===== src/ssr_pkg.sv =====
// constants for the synthesizer ratio and function configuration registers
// assumes a serial port engine that hands over decoded byte reads and writes
// Summary of operation
// (RULE1) control port mode is entered only while both port enable bits are 1, set in any order.
// (RULE2) bytes at 06h to 09h form one 32-bit ratio, bit 7 of 06h the msb, bit 0 of 09h the lsb.
// (RULE3) the host writes the ratio as unsigned 12.20 fixed point, ratio times two to the 20.
// (RULE4) the lock pin style bit acts only when the aux source select is 11, never for a clock.
// (RULE5) style 0 drives the aux pin push-pull, high while unlocked and low while locked.
// (RULE6) style 1 makes the aux pin open drain, low while unlocked and released while locked.
// (RULE7) prescale 00 divides the reference by four, 01 by two, 10 passes it, 11 is reserved.
// (RULE8) the host picks the prescale from the reference frequency range.
// (RULE9) with run-while-unlocked at 0 the clock outputs are held low while the loop is unlocked.
// (RULE10) with run-while-unlocked at 1 the clock outputs always pass the synthesizer output.
// (RULE11) style is bit 6 and prescale bits 4:3 of 16h, run-while-unlocked is bit 4 of 17h.
// (RULE12) registers read back over i2c and are write only over spi.
// (RULE13) the host keeps reserved bits at their default values.
// (RULE14) aux source select 11 routes the unlock indicator to the aux pin instead of a clock.
package ssr_pkg;
    // register addresses
    localparam logic [7:0] SSR_ADDR_GLOBAL = 8'h05;
    localparam logic [7:0] SSR_ADDR_RATIO0 = 8'h06;
    localparam logic [7:0] SSR_ADDR_RATIO1 = 8'h07;
    localparam logic [7:0] SSR_ADDR_RATIO2 = 8'h08;
    localparam logic [7:0] SSR_ADDR_RATIO3 = 8'h09;
    localparam logic [7:0] SSR_ADDR_FUNC1 = 8'h16;
    localparam logic [7:0] SSR_ADDR_FUNC2 = 8'h17;
    // field positions
    localparam int SSR_POS_PORT_EN2 = 0;
    localparam int SSR_POS_LOCK_STYLE = 6;
    localparam int SSR_POS_PRESCALE = 3;
    localparam int SSR_POS_RUN_UNL = 4;
    // reset values
    localparam logic [31:0] SSR_RST_RATIO = 32'h0000_0000;
    localparam logic SSR_RST_BIT = 1'b0;
    localparam logic [1:0] SSR_RST_PRESCALE = 2'h0;
    // prescale and aux source encodings
    localparam logic [1:0] SSR_PRE_DIV4 = 2'h0;
    localparam logic [1:0] SSR_PRE_DIV2 = 2'h1;
    localparam logic [1:0] SSR_PRE_DIV1 = 2'h2;
    localparam logic [1:0] SSR_AUX_REFDIV = 2'h0;
    localparam logic [1:0] SSR_AUX_SYNTH = 2'h2;
    localparam logic [1:0] SSR_AUX_LOCK = 2'h3;
endpackage : ssr_pkg


===== src/ssr_config_regs.sv =====
// register bank and pin steering for the synthesizer ratio and function configuration
// assumes the serial engines deliver single-cycle byte strobes synchronous to clk
module ssr_config_regs
    import ssr_pkg::*;
(
    // clock and reset
    input wire logic clk,
    input wire logic resetn,
    // byte register port from the serial engines
    input wire logic reg_wr,
    input wire logic reg_rd,
    input wire logic [7:0] reg_addr,
    input wire logic [7:0] reg_wdata,
    input wire logic spi_mode,
    output logic [7:0] reg_rdata,
    // state held outside this bank
    input wire logic port_enable_first,
    input wire logic [1:0] aux_pin_source_sel,
    input wire logic loop_unlocked,
    // reference and synthesizer signals, sampled as levels
    input wire logic reference_in,
    input wire logic synth_clk,
    // to the synthesizer core
    output logic control_port_mode,
    output logic [31:0] user_ratio,
    output logic divided_reference,
    // pin drivers
    output logic clk_out,
    output logic aux_level,
    output logic aux_oe
);
    // stored configuration
    logic port_enable_second_r;
    logic [7:0] ratio_byte_r [4];
    logic lock_pin_style_r;
    logic [1:0] reference_prescale_sel_r;
    logic run_while_unlocked_r;
    logic ref_d_r;
    logic [1:0] ref_cnt_r;

    // address decode
    wire logic wr_global = reg_wr && (reg_addr == SSR_ADDR_GLOBAL);
    wire logic wr_func1 = reg_wr && (reg_addr == SSR_ADDR_FUNC1);
    wire logic wr_func2 = reg_wr && (reg_addr == SSR_ADDR_FUNC2);
    wire logic ref_rise = reference_in && !ref_d_r;

    // (RULE1) mode needs both enables
    assign control_port_mode = port_enable_first && port_enable_second_r;

    // (RULE2) byte 06h lands in the top bits
    assign user_ratio = {ratio_byte_r[0], ratio_byte_r[1], ratio_byte_r[2], ratio_byte_r[3]};

    // ratio bytes, one per generated slice
    genvar gi;
    generate
        for (gi = 0; gi < 4; gi++) begin : g_ratio
            wire logic [7:0] slot_addr = SSR_ADDR_RATIO0 + 8'(gi);
            always_ff @(posedge clk) begin
                if (!resetn) begin
                    ratio_byte_r[gi] <= SSR_RST_RATIO[31 - 8 * gi -: 8];
                end else if (reg_wr && reg_addr == slot_addr) begin
                    ratio_byte_r[gi] <= reg_wdata;
                end
            end
        end
    endgenerate

    // control bits; reserved bits are not stored and read as zero
    always_ff @(posedge clk) begin
        if (!resetn) begin
            port_enable_second_r <= SSR_RST_BIT;
            lock_pin_style_r <= SSR_RST_BIT;
            reference_prescale_sel_r <= SSR_RST_PRESCALE;
            run_while_unlocked_r <= SSR_RST_BIT;
        end else begin
            if (wr_global) begin
                port_enable_second_r <= reg_wdata[SSR_POS_PORT_EN2];
            end
            // (RULE11) field placement in 16h and 17h
            if (wr_func1) begin
                lock_pin_style_r <= reg_wdata[SSR_POS_LOCK_STYLE];
                reference_prescale_sel_r <= reg_wdata[SSR_POS_PRESCALE +: 2];
            end
            if (wr_func2) begin
                run_while_unlocked_r <= reg_wdata[SSR_POS_RUN_UNL];
            end
        end
    end

    // readback mux; unmapped addresses read as zero
    logic [7:0] rd_mux;
    always_comb begin
        rd_mux = 8'h00;
        case (reg_addr)
            SSR_ADDR_GLOBAL: rd_mux[SSR_POS_PORT_EN2] = port_enable_second_r;
            SSR_ADDR_RATIO0: rd_mux = ratio_byte_r[0];
            SSR_ADDR_RATIO1: rd_mux = ratio_byte_r[1];
            SSR_ADDR_RATIO2: rd_mux = ratio_byte_r[2];
            SSR_ADDR_RATIO3: rd_mux = ratio_byte_r[3];
            SSR_ADDR_FUNC1: begin
                rd_mux[SSR_POS_LOCK_STYLE] = lock_pin_style_r;
                rd_mux[SSR_POS_PRESCALE +: 2] = reference_prescale_sel_r;
            end
            SSR_ADDR_FUNC2: rd_mux[SSR_POS_RUN_UNL] = run_while_unlocked_r;
            default: rd_mux = 8'h00;
        endcase
    end

    // (RULE12) spi reads return zero, data only over i2c
    always_ff @(posedge clk) begin
        if (!resetn) begin
            reg_rdata <= 8'h00;
        end else if (reg_rd) begin
            reg_rdata <= spi_mode ? 8'h00 : rd_mux;
        end
    end

    // reference edge counter: bit 0 toggles every rising edge, bit 1 every second
    always_ff @(posedge clk) begin
        if (!resetn) begin
            ref_d_r <= 1'b0;
            ref_cnt_r <= 2'h0;
        end else begin
            ref_d_r <= reference_in;
            if (ref_rise) begin
                ref_cnt_r <= ref_cnt_r + 2'h1;
            end
        end
    end

    // (RULE7) prescale selection; reserved code parks the output low
    logic ref_div_nxt;
    always_comb begin
        case (reference_prescale_sel_r)
            SSR_PRE_DIV4: ref_div_nxt = ref_cnt_r[1];
            SSR_PRE_DIV2: ref_div_nxt = ref_cnt_r[0];
            SSR_PRE_DIV1: ref_div_nxt = ref_d_r;
            default: ref_div_nxt = 1'b0;
        endcase
    end

    // (RULE9) (RULE10) gating of the clock output on unlock
    wire logic clk_out_nxt = synth_clk && (run_while_unlocked_r || !loop_unlocked);

    // aux pin source and driver style
    logic aux_level_nxt;
    logic aux_oe_nxt;
    always_comb begin
        aux_oe_nxt = 1'b1;
        case (aux_pin_source_sel)
            SSR_AUX_REFDIV: aux_level_nxt = ref_div_nxt;
            SSR_AUX_SYNTH: aux_level_nxt = clk_out_nxt;
            // (RULE14) (RULE4) lock status, style applies only here
            SSR_AUX_LOCK: begin
                // (RULE5) (RULE6) push-pull high or open drain pulled low
                aux_level_nxt = lock_pin_style_r ? 1'b0 : loop_unlocked;
                aux_oe_nxt = lock_pin_style_r ? loop_unlocked : 1'b1;
            end
            default: aux_level_nxt = 1'b0;
        endcase
    end

    // pin registers, kept in flops so the pads see no decode glitches
    always_ff @(posedge clk) begin
        if (!resetn) begin
            divided_reference <= 1'b0;
            clk_out <= 1'b0;
            aux_level <= 1'b0;
            aux_oe <= 1'b0;
        end else begin
            divided_reference <= ref_div_nxt;
            clk_out <= clk_out_nxt;
            aux_level <= aux_level_nxt;
            aux_oe <= aux_oe_nxt;
        end
    end
endmodule : ssr_config_regs


===== config.mk =====
export PLATFORM = sky130hd
export DESIGN_NAME = ssr_config_regs
export DESIGN_NICKNAME = d
export VERILOG_FILES = /design/src/ssr_pkg.sv /design/src/ssr_config_regs.sv
export SDC_FILE = /design/constraint.sdc
export NUM_CORES = 1
export LEC_CHECK = 0
export ABC_AREA = 1
export BUFFER_PORTS_ARGS = -buffer_cell sky130_fd_sc_hd__buf_2
export CORE_MARGIN = 2
export CORE_UTILIZATION = 30
export CTS_CLUSTER_SIZE = 8
export DETAILED_ROUTE_END_ITERATION = 10
export PLACE_DENSITY_LB_ADDON = 0.2
export SLEW_MARGIN = 10
export SYNTH_ARGS = -nofsm -noshare
export SYNTH_HDL_FRONTEND = slang
export SYNTH_SLANG_ARGS = --single-unit

===== constraint.sdc =====
create_clock -name clk -period 1.8 [get_ports clk]
set_input_delay 0.09 -clock clk [delete_from_list [all_inputs] [get_ports clk]]
set_output_delay 0.09 -clock clk [all_outputs]
set_load 0.01 [all_outputs]

**After elaboration in Yosys (flattened, before gate mapping)**

Memories as Yosys holds them, arrays and structs flattened.
Cells that the tools add are included.

- Memories: 1
- Output and inout port bits: 45
- Bits in registers: 20
- ROM bits: 0
- RAM bits: 32
- Latch bits: 0
- Input port bits: 27
- Word-level logic and storage cells: 73

Memories:

| name | words | bits a word | rd ports | clocked after Yosys merged registers in | wr ports | RTL line | source |
|---|---|---|---|---|---|---|---|
| ratio_byte_r | 4 | 8 | 4 | 0 | 4 | ssr_config_regs.sv:34 | `logic [7:0] ratio_byte_r [4];` |

- Reductions and logical operators: 15
- Divide/modulo/power cells: 0
- Multiplexer cells: 30
- Bitwise gates (word level): 4
- Multiply operators: 0
- Add/sub/neg operators: 1
- Equal/unequal tests: 11
- Order comparisons: 0
- Shift operators: 0

Operator list:

| cell | count |
|---|---|
| 2-to-1 mux 8 bit | 5 |
| equality test 8 x 3 -> 1 bit (second input constant) | 3 |
| equality test 8 x 4 -> 1 bit (second input constant) | 2 |
| equality test 8 x 5 -> 1 bit (second input constant) | 2 |
| 2-to-1 mux 1 bit | 16 |
| one-hot mux 1 bit (5 select lines) | 3 |
| logical AND 1 bit | 10 |
| one-hot mux 1 bit (4 select lines) | 2 |
| one-hot mux 2 bit (4 select lines) | 1 |
| equality test 2 bit (second input constant) | 3 |
| one-hot mux 1 bit (3 select lines) | 2 |
| one-hot mux 1 bit (6 select lines) | 1 |
| logical NOT 2 bit | 2 |
| OR 1 bit | 4 |
| adder 2 x 1 -> 2 bit (second input constant) | 1 |
| equality test 2 x 1 -> 1 bit (second input constant) | 1 |
| logical NOT 1 bit | 2 |
| logical OR 1 bit | 1 |

**Longest topological paths before layout**

Gate-level depths: netlist (run 1).

- Depth in word-level cells: 6
- Gate-level depth with buffers: 10
- Gate-level depth less buffers: 9

**Least setup slack after synthesis (run 1)**

OpenSTA, ideal clock, no wires.

- Path kind: input to register
- Start: input port reg_addr[5]
- End: memory ratio_byte_r[1][0], enable pin
- Path buffers: 1
- Library setup time: 0.384 ns
- Arrival time: 1.187 ns
- Required time: 1.416 ns
- Slack: 0.229 ns
- Stages: 6
- Cell sequence: inv_1 -> nand2_2 -> nor2_4 -> buf_4 -> nand2_1 -> o21ai_0

RTL lines:

| element | RTL line | source |
|---|---|---|
| from (decl) | ssr_config_regs.sv:12 | `input wire logic [7:0] reg_addr,` |
| to (decl) | ssr_config_regs.sv:34 |  |

==> results of run 1 <==
cells by family after synthesis:
family,share of synthesized area [%]
buf+inv,8.414
flops,55.48
compound gates,6.731
simple gates,29.37
state kept, by name (all words and copies together) (netlist names):
signal	flops
run_while_unlocked_r	1
reference_prescale_sel_r	2
ratio_byte_r	32
port_enable_second_r	1
aux_level	1
ref_cnt_r	2
aux_oe	1
ref_d_r	1
reg_rdata	8
lock_pin_style_r	1
clk_out	1
divided_reference	1
tightest hold or removal path: stages:
cell and delay, ps:
sky130_fd_sc_hd__buf_2 100, sky130_fd_sc_hd__o21ai_0 90, sky130_fd_sc_hd__nor2_1 40
area by class of cell:
type | count | area [sq um] | share of cell area, %
clock inverter | 2 | 11.26 | 0.3722
inverter | 41 | 153.9 | 5.087
clock buffer | 6 | 72.57 | 2.399
timing repair buffer | 78 | 412.9 | 13.65
tap | 102 | 127.6 | 4.218
multi-input combinational | 179 | 885.9 | 29.28
sequential | 52 | 1361 | 45.00
power by group through the flow:
stage                     clock, mW  combinational (mW)  sequential (mW)
after floorplan                   0              0.0956             1.38
after global placement            0               0.224             1.36
after detailed placement          0               0.226             1.36
after CTS                     0.681               0.230             1.34
after global routing          0.727               0.250             1.34
final                         0.653               0.226             1.33
synthesized netlist by cell type:
| master | count | area, sq um |
|---|---|---|
| sky130_fd_sc_hd__dfxtp_1 | 20 | 400.4 |
| sky130_fd_sc_hd__a31o_2 | 1 | 8.760 |
| sky130_fd_sc_hd__nor4_2 | 1 | 12.51 |
| sky130_fd_sc_hd__nor2_8 | 1 | 20.02 |
| sky130_fd_sc_hd__buf_4 | 4 | 30.03 |
| sky130_fd_sc_hd__o21ai_1 | 1 | 5.000 |
| sky130_fd_sc_hd__nand2_4 | 2 | 22.52 |
| sky130_fd_sc_hd__nand2_2 | 3 | 18.77 |
| sky130_fd_sc_hd__nand3_2 | 2 | 20.02 |
| sky130_fd_sc_hd__inv_1 | 35 | 131.4 |
| sky130_fd_sc_hd__a21oi_1 | 13 | 65.06 |
| sky130_fd_sc_hd__nand4_1 | 4 | 25.02 |
| sky130_fd_sc_hd__nand2_1 | 47 | 176.4 |
| sky130_fd_sc_hd__a21oi_2 | 3 | 26.28 |
| sky130_fd_sc_hd__clkinv_1 | 1 | 3.750 |
| sky130_fd_sc_hd__nand4_2 | 2 | 25.02 |
| sky130_fd_sc_hd__nor2_1 | 47 | 176.4 |
| sky130_fd_sc_hd__clkbuf_1 | 3 | 11.26 |
| sky130_fd_sc_hd__nor3_1 | 2 | 10.01 |
| sky130_fd_sc_hd__nor3b_1 | 1 | 7.510 |
| sky130_fd_sc_hd__buf_6 | 1 | 11.26 |
| sky130_fd_sc_hd__o21ai_0 | 12 | 60.06 |
| sky130_fd_sc_hd__nor2_4 | 3 | 33.78 |
| sky130_fd_sc_hd__inv_2 | 5 | 18.77 |
| sky130_fd_sc_hd__nor2_2 | 2 | 12.51 |
| sky130_fd_sc_hd__edfxtp_1 | 32 | 960.9 |
| sky130_fd_sc_hd__nand3_1 | 32 | 160.2 |
metrics by stage:
stage	area [sq um]	setup slack (ps)	power, mW	hold WS, ps	cells
5_1_grt	3025	617.9	2.318	72.02	460
3_3_place_gp	2922	433.1	1.588	295.4	450
4_1_cts	3025	701.5	2.247	42.79	460
6_report	3025	720.2	2.214	53.09	460
3_5_place_dp	2922	391.1	1.589	297.8	450
2_1_floorplan	2454	228.7	1.473	183.5	280
layer usage:
layer | GRT usage (%) | part of all wire [%] | vias to the layer above
li1 | - | - | 1063
met1 | 18.78 | 44 | 957
met2 | 24.17 | 48 | 68
met3 | 3.192 | 6.8 | 9
met4 | 3.744 | 1.1 | 0
met5 | 0 | 0 | -
what timing repair did:
| action | in CTS | in global routing |
|---|---|---|
| gates resized for setup | 0 | 0 |
| hold buffers | 2 | 0 |
| endpoints found under the hold margin | 2 | 0 |
worst paths after layout:
| check | from | end | slack (ps) | cells after the start |
|---|---|---|---|---|
| setup / recovery | reg_addr[3] | ratio_byte_r[0][7] | 720 | 6 |
| hold / removal | synth_clk | clk_out | 50 | 3 |
| setup reg to reg | ratio_byte_r[1][4] | reg_rdata[4] | 740 | 6 |
| hold reg to reg | reg_rdata[1] | reg_rdata[1] | 460 | 2 |
==> impl_summary.md, run 1 <==
Timing
Timing would allow up to slightly above 900 MHz. The number of max-slew violations in the final report is 0. Between clock sinks in the finished design, the worst skew comes to 9.017 ps. The slew at the pin with the worst max-slew slack is 527.5 ps.

The final setup violation count is 0. Counting I/O delays and the setup requirement, the final critical path takes 1080 ps. The number of hold-slack violations in the final timing report is 0.

Setup repair after global routing left no endpoint under its margin. After layout, the worst path uses 59.99% of the clock period. In the final timing run, aggregate negative setup slack is 0 ps. In this run the tightest slew margin relative to its limit is 64.70%.

Floorplanning
In this run the vertical extent of the chip is approximately 94 um. The starting density of the core is a little under a third. The initialized floorplan defines 32 standard-cell rows. The die covers 8918 sq um. The area of the core is approximately 7800 sq um. The number of I/O pins is 72. Measured along the x axis, the die boundary spans 94.44 um.

Clocking
The root buffer cell is sky130_fd_sc_hd__clkbuf_8. The total setup buffers inserted after CTS is 0. The clock latency at the later pin of the worst-skew pair is 310 ps.

The maximum clock insertion buffer count is 2. The clock slew at the register clock pins of the worst setup and hold paths is 90 ps. The count of clock tree sinks is 52. The level count of the clock H-tree is 2. The number of buffers added by the clock tree synthesis step is 5. The TritonCTS clock tree is done.

Finish
The antenna diode count is 0. The final standard cell utilization of the core is 38.75%. The final layout contains 384 nets.

Leaving out fill and tap cells, the most frequent cells in the layout are sky130_fd_sc_hd__buf_2 (71), sky130_fd_sc_hd__nand2_1 (47), sky130_fd_sc_hd__nor2_1 (47). The number of fillers in the final layout is 844. Relative to the synthesized area, the layout overhead comes to 23.30%. The library cell used most frequently in the layout, excluding fill and tap cells, is sky130_fd_sc_hd__buf_2.

The post-route netlist has 30.17% of its cells at a drive strength greater than 1.

Synthesis
During synthesis, Yosys emitted a total of 0 warnings. The post-synthesis area per instance is around 8.8 sq um. The number of storage elements in the synthesis netlist is 52.

The total nets after synthesis is between 300 and 400. The part of the Yosys area used for sequential elements is 55.48%. The post-synthesis cell type count is 27.

The cell area after technology mapping is 2454 sq um. Synthesis produced 280 cells.

Setup path
The cell at the slowest stage of the critical path is sky130_fd_sc_hd__nor4_2. The critical path in this run is classified as in2reg. The category of the worst setup path launch point is a primary input. The signal on the critical path passes through buf_2 > inv_2 > nand2_4 > nor4_2 > nand2_1 > nand2_1. The maximum cell stage delay along the critical path is ~350 ps. The cell type group with the largest total delay on the critical path is simple AND/OR/NAND/NOR gates. The data required time of the critical path is between 1500 and 2000 ps. By instance count, the cell type seen most on the critical path is sky130_fd_sc_hd__nand2_1. Data on the critical path arrives at its endpoint at between 1000 and 1500 ps. Counting both buffers and inverters, the worst setup path holds a total of 2.

The critical-path maximum fanout is 8. The nature of the critical path endpoint is a flop.

Placement
The congestion estimate from routability-driven global placement came to around 0.76. Once detailed placement completed, the half-perimeter wirelength came to about 5000 um. In this run the tool buffered the top-level ports with 71 buffer cells.

Drt
Using the TritonRoute via totals, the vias-per-cell ratio works out to 4.559. The final layout contains routed wiring with a total length of slightly above 6000 um. The detailed router finished its first iteration with 113 violations.

Detailed routing inserted a total of ~2100 vias. The first detailed-routing pass ran for 4 iterations. In this run the remaining antenna-violating nets after routing total 0. After detailed routing, the average wire length per cell comes to 13.54 um. The detailed-route DRC error count is 0.

Outcome
The flow ran to the end, and the final reports show no timing, DRC or antenna violations.

Min path
The min-delay analysis places its worst path in the category in2reg.

Power and ir drop
The sequential share of power is 60.3%. Dividing total power by cell area gives a power density of 731.7 nW/um^2. The relative contribution of combinational cells to total power is 10.2%. The worst-case vdd ir drop is 0.0002994 V. Summed over all nets, the switching power comes to 0.5535 mW.

The clock network is responsible for 29.5% of the overall power. The internal power is 1.660 mW. The static leakage power is around 1.3 nW. Net switching is 25.00% of the power.

GRT
For this run the aggregate overflow at the end of global routing stands at 0. Entering global routing, the biggest net connects 18 pins. The total routing resource utilization after global routing is between 10% and 20%. The number of global-route vias before repair is 1955.

The number of antenna violations at the first check in global routing is 0. The first global-routing pass estimated a little under 10000 um of wire.

Flow run
The number of max-cap violations is 0.
Power figures use the tool's default switching activity.
==> run 2: changes to the inputs <==
==> constraint.sdc (replaced) <==
create_clock -name clk -period 0.9 [get_ports clk]
set_input_delay 0.045 -clock clk [delete_from_list [all_inputs] [get_ports clk]]
set_output_delay 0.045 -clock clk [all_outputs]
set_load 0.01 [all_outputs]
==> run 2 against run 1 <==
- the run now ends with setup timing left
- cell count up 11%
- total power up 130%
- worst hold slack worse by 26 ps
- via count up 11%
- count of clock-buffer cells in the layout down 1
- clock skew down 3.7 ps
- non-clock buffer count up 52
- combinational power rose to 3.6 times the previous value
- sequential cell count unchanged
- critical path depth down 4
- global-route usage up 1.4 points
- first-iteration DRC count down 44%
- largest cell class unchanged
- highest routed layer unchanged
==> impl_summary.md, run 2 (synthesis gave the netlist of run 1 again) <==
Finish
The area growth from synthesis to layout is 61.75%. The net count of the finished layout is 436. The antenna diode count is 0.

The number of fillers in the final layout is 780. Once layout is complete, the cells apart from fillers number 512. The register with the most flip-flops in the final layout is ratio_byte_r. The number of flip-flops in the largest register is 32. The largest registers in the layout are ratio_byte_r x32, reg_rdata x8. The leading cell type in the layout, fill and taps excluded is sky130_fd_sc_hd__buf_6. In the layout the commonest cells are sky130_fd_sc_hd__buf_6 (59), sky130_fd_sc_hd__nor2_1 (45), sky130_fd_sc_hd__nand2_1 (39), sky130_fd_sc_hd__buf_2 (39), sky130_fd_sc_hd__edfxtp_1 (32).

Cells with a size suffix above 1 make up a little under half of the layout.

Setup path
STA puts the critical path data arrival time at 1010 ps. For the worst setup path, the data required time is approximately 850 ps. The launching point of the worst reg2reg path is ratio_byte_r[1][0]. The nature of the critical path endpoint is a primary output. In this run the worst path has a maximum fanout of 2. The critical path starts at ratio_byte_r[1][2]. The category of the worst setup path launch point is a flop. The worst reg-to-reg setup slack is -150 ps.

The category of the critical setup timing path is reg2out.

Drt
The detailed-router iteration count before antenna repair is 4. After detailed routing, the number of vias per cell comes to 4.541. For this run, design rule violations remaining after detail routing come to 0.

The iteration-0 DRC count of the detailed router is 63. The detail route stage leaves a number of antenna-violating nets equal to 0. For this block, the via count after detailed routing is 2325. The final wirelength is 6752 um. In the final routed layout, each cell accounts on average for 13.19 um.

Clocking
TritonCTS built the clock tree. The H-tree generated during clock tree synthesis spans 2 levels. Clock tree synthesis found a total of 52 sinks. The number of buffers added by the clock tree synthesis step is 5.

The root buffer cell is sky130_fd_sc_hd__clkbuf_8. The longest clock path from root to sink contains 2 buffers. The clock slew at the register clock pins of the worst setup and hold paths is 90 ps. The clock latency at the later pin of the worst-skew pair is about 310 ps.

GRT
The largest net degree at the start of global routing is 18. The first global-routing pass estimated 10720 um of wire. For this run the aggregate overflow at the end of global routing stands at 0.

For this run, the total global-route usage over all layers was measured as 15.73%. The number of global-route vias before repair is roughly 2300. The number of antenna violations at the first check in global routing came to 0.

Outcome
The final reports fail on setup timing. The flow ran to the end, but the final reports show violations.

Placement
The count of placed standard cells including taps is around 500. The number of port buffers is 71. The placer's final routability congestion estimate is 0.7808. Summed over all nets, the half-perimeter wirelength after detailed placement is 5107 um.

Floorplanning
The starting density of the core is 31.43%. After floorplanning, the core was divided into 32 placement rows. The die width is approximately 94 um. After floorplanning, the core was sized to cover ~7800 sq um.

The height of the die is between 90 and 100 um. The floorplan step defined a die boundary enclosing 8918 sq um. During I/O placement, the number of pins put on the boundary was 72.

Timing
The number of max-slew violations in the final report is 0. The share of the cycle needed by the critical path after routing is 117.4%. The number of hold-slack violations in the final timing report came to 0. The clock arrives with about 5.4 ps of skew.

Setup repair after global routing could not meet its margin everywhere. Setup violations remaining at the end of the flow were counted as 49. Headroom to the max-slew limit came out at 69.78%. Counting I/O delays and the setup requirement, the final critical path takes 1056 ps. The least setup slack across all paths after layout is -156.3 ps.

The peak clock frequency supported by timing is about 950 MHz. The slew at the pin with the worst max-slew slack is 452.7 ps.

Power and ir drop
The total power after layout is 5.116 mW. The worst-case vdd ir drop is 0.0007524 V. The power density over cell area is approximately 1300 nW/um^2.

Summed over all cells, the static leakage comes to roughly 1.8 nW.

Min path
The worst hold path belongs to the class in2reg. The startpoint identified for the worst hold timing path is aux_pin_source_sel[0].

Flow run
The number of max-cap violations is 0.
-- run 2: final timing paths --
path                     to  cells past startpoint
max reg2reg    reg_rdata[0]                      6
min               aux_level                      4
max          user_ratio[18]                      2
min reg2reg    reg_rdata[2]                      2
-- run 2: area by class of cell --
class | instances | area, sq um | share of cell area (%)
Tap cell | 102 | 127.6 | 3.216
Inverter | 41 | 178.9 | 4.508
Sequential cell | 52 | 1371 | 34.55
Clock buffer | 5 | 68.82 | 1.734
Multi-Input combinational cell | 179 | 1037 | 26.13
Clock inverter | 3 | 42.54 | 1.072
Timing Repair Buffer | 130 | 1142 | 28.78
-- run 2: metal layers --
| layer | GRT usage [%] | vias to the layer above | routed length [um] | part of all wire, % |
|---|---|---|---|---|
| met2 | 26.67 | 57 | 3300 | 49 |
| li1 | - | 1174 | - | - |
| met3 | 3.352 | 9 | 353 | 5.2 |
| met4 | 4.106 | 0 | 75 | 1.1 |
| met1 | 20.44 | 1085 | 3023 | 45 |
| met5 | 0 | - | 0 | 0 |
-- run 2: power by group --
group	internal, mW	switching (mW)
Clock	0.822	0.805
Combinational	0.428	0.378
Sequential	2.61	0.0703
Total	3.86	1.25
-- run 2: per-stage QoR --
step	utilization, %	setup TNS [ps]	setup WS, ps	instance area [sq um]	hold slack (ps)
2_1_floorplan	-	-4097	-131.0	2519	138.5
3_3_place_gp	43.29	-22410	-358.4	3379	248.3
3_5_place_dp	43.29	-24040	-365.3	3379	257.7
4_1_cts	48.73	-4977	-166.2	3805	22.43
5_1_grt	50.83	-7044	-206.8	3969	50.91
6_report	50.83	-4753	-156.3	3969	27.33
-- run 2: timing repair --
item                       CTS  global route
hold endpoints to repair     2             0
buffers inserted             5             0
setup endpoints to repair   55            87
pin swaps                   15             8
hold buffers                 2             0
resized for setup           53            44
-- run 2: worst max-delay path, stage by stage, from the launching register on --
cell and delay [ps]:
sky130_fd_sc_hd__edfxtp_1 450, sky130_fd_sc_hd__buf_6 150, sky130_fd_sc_hd__buf_6 110
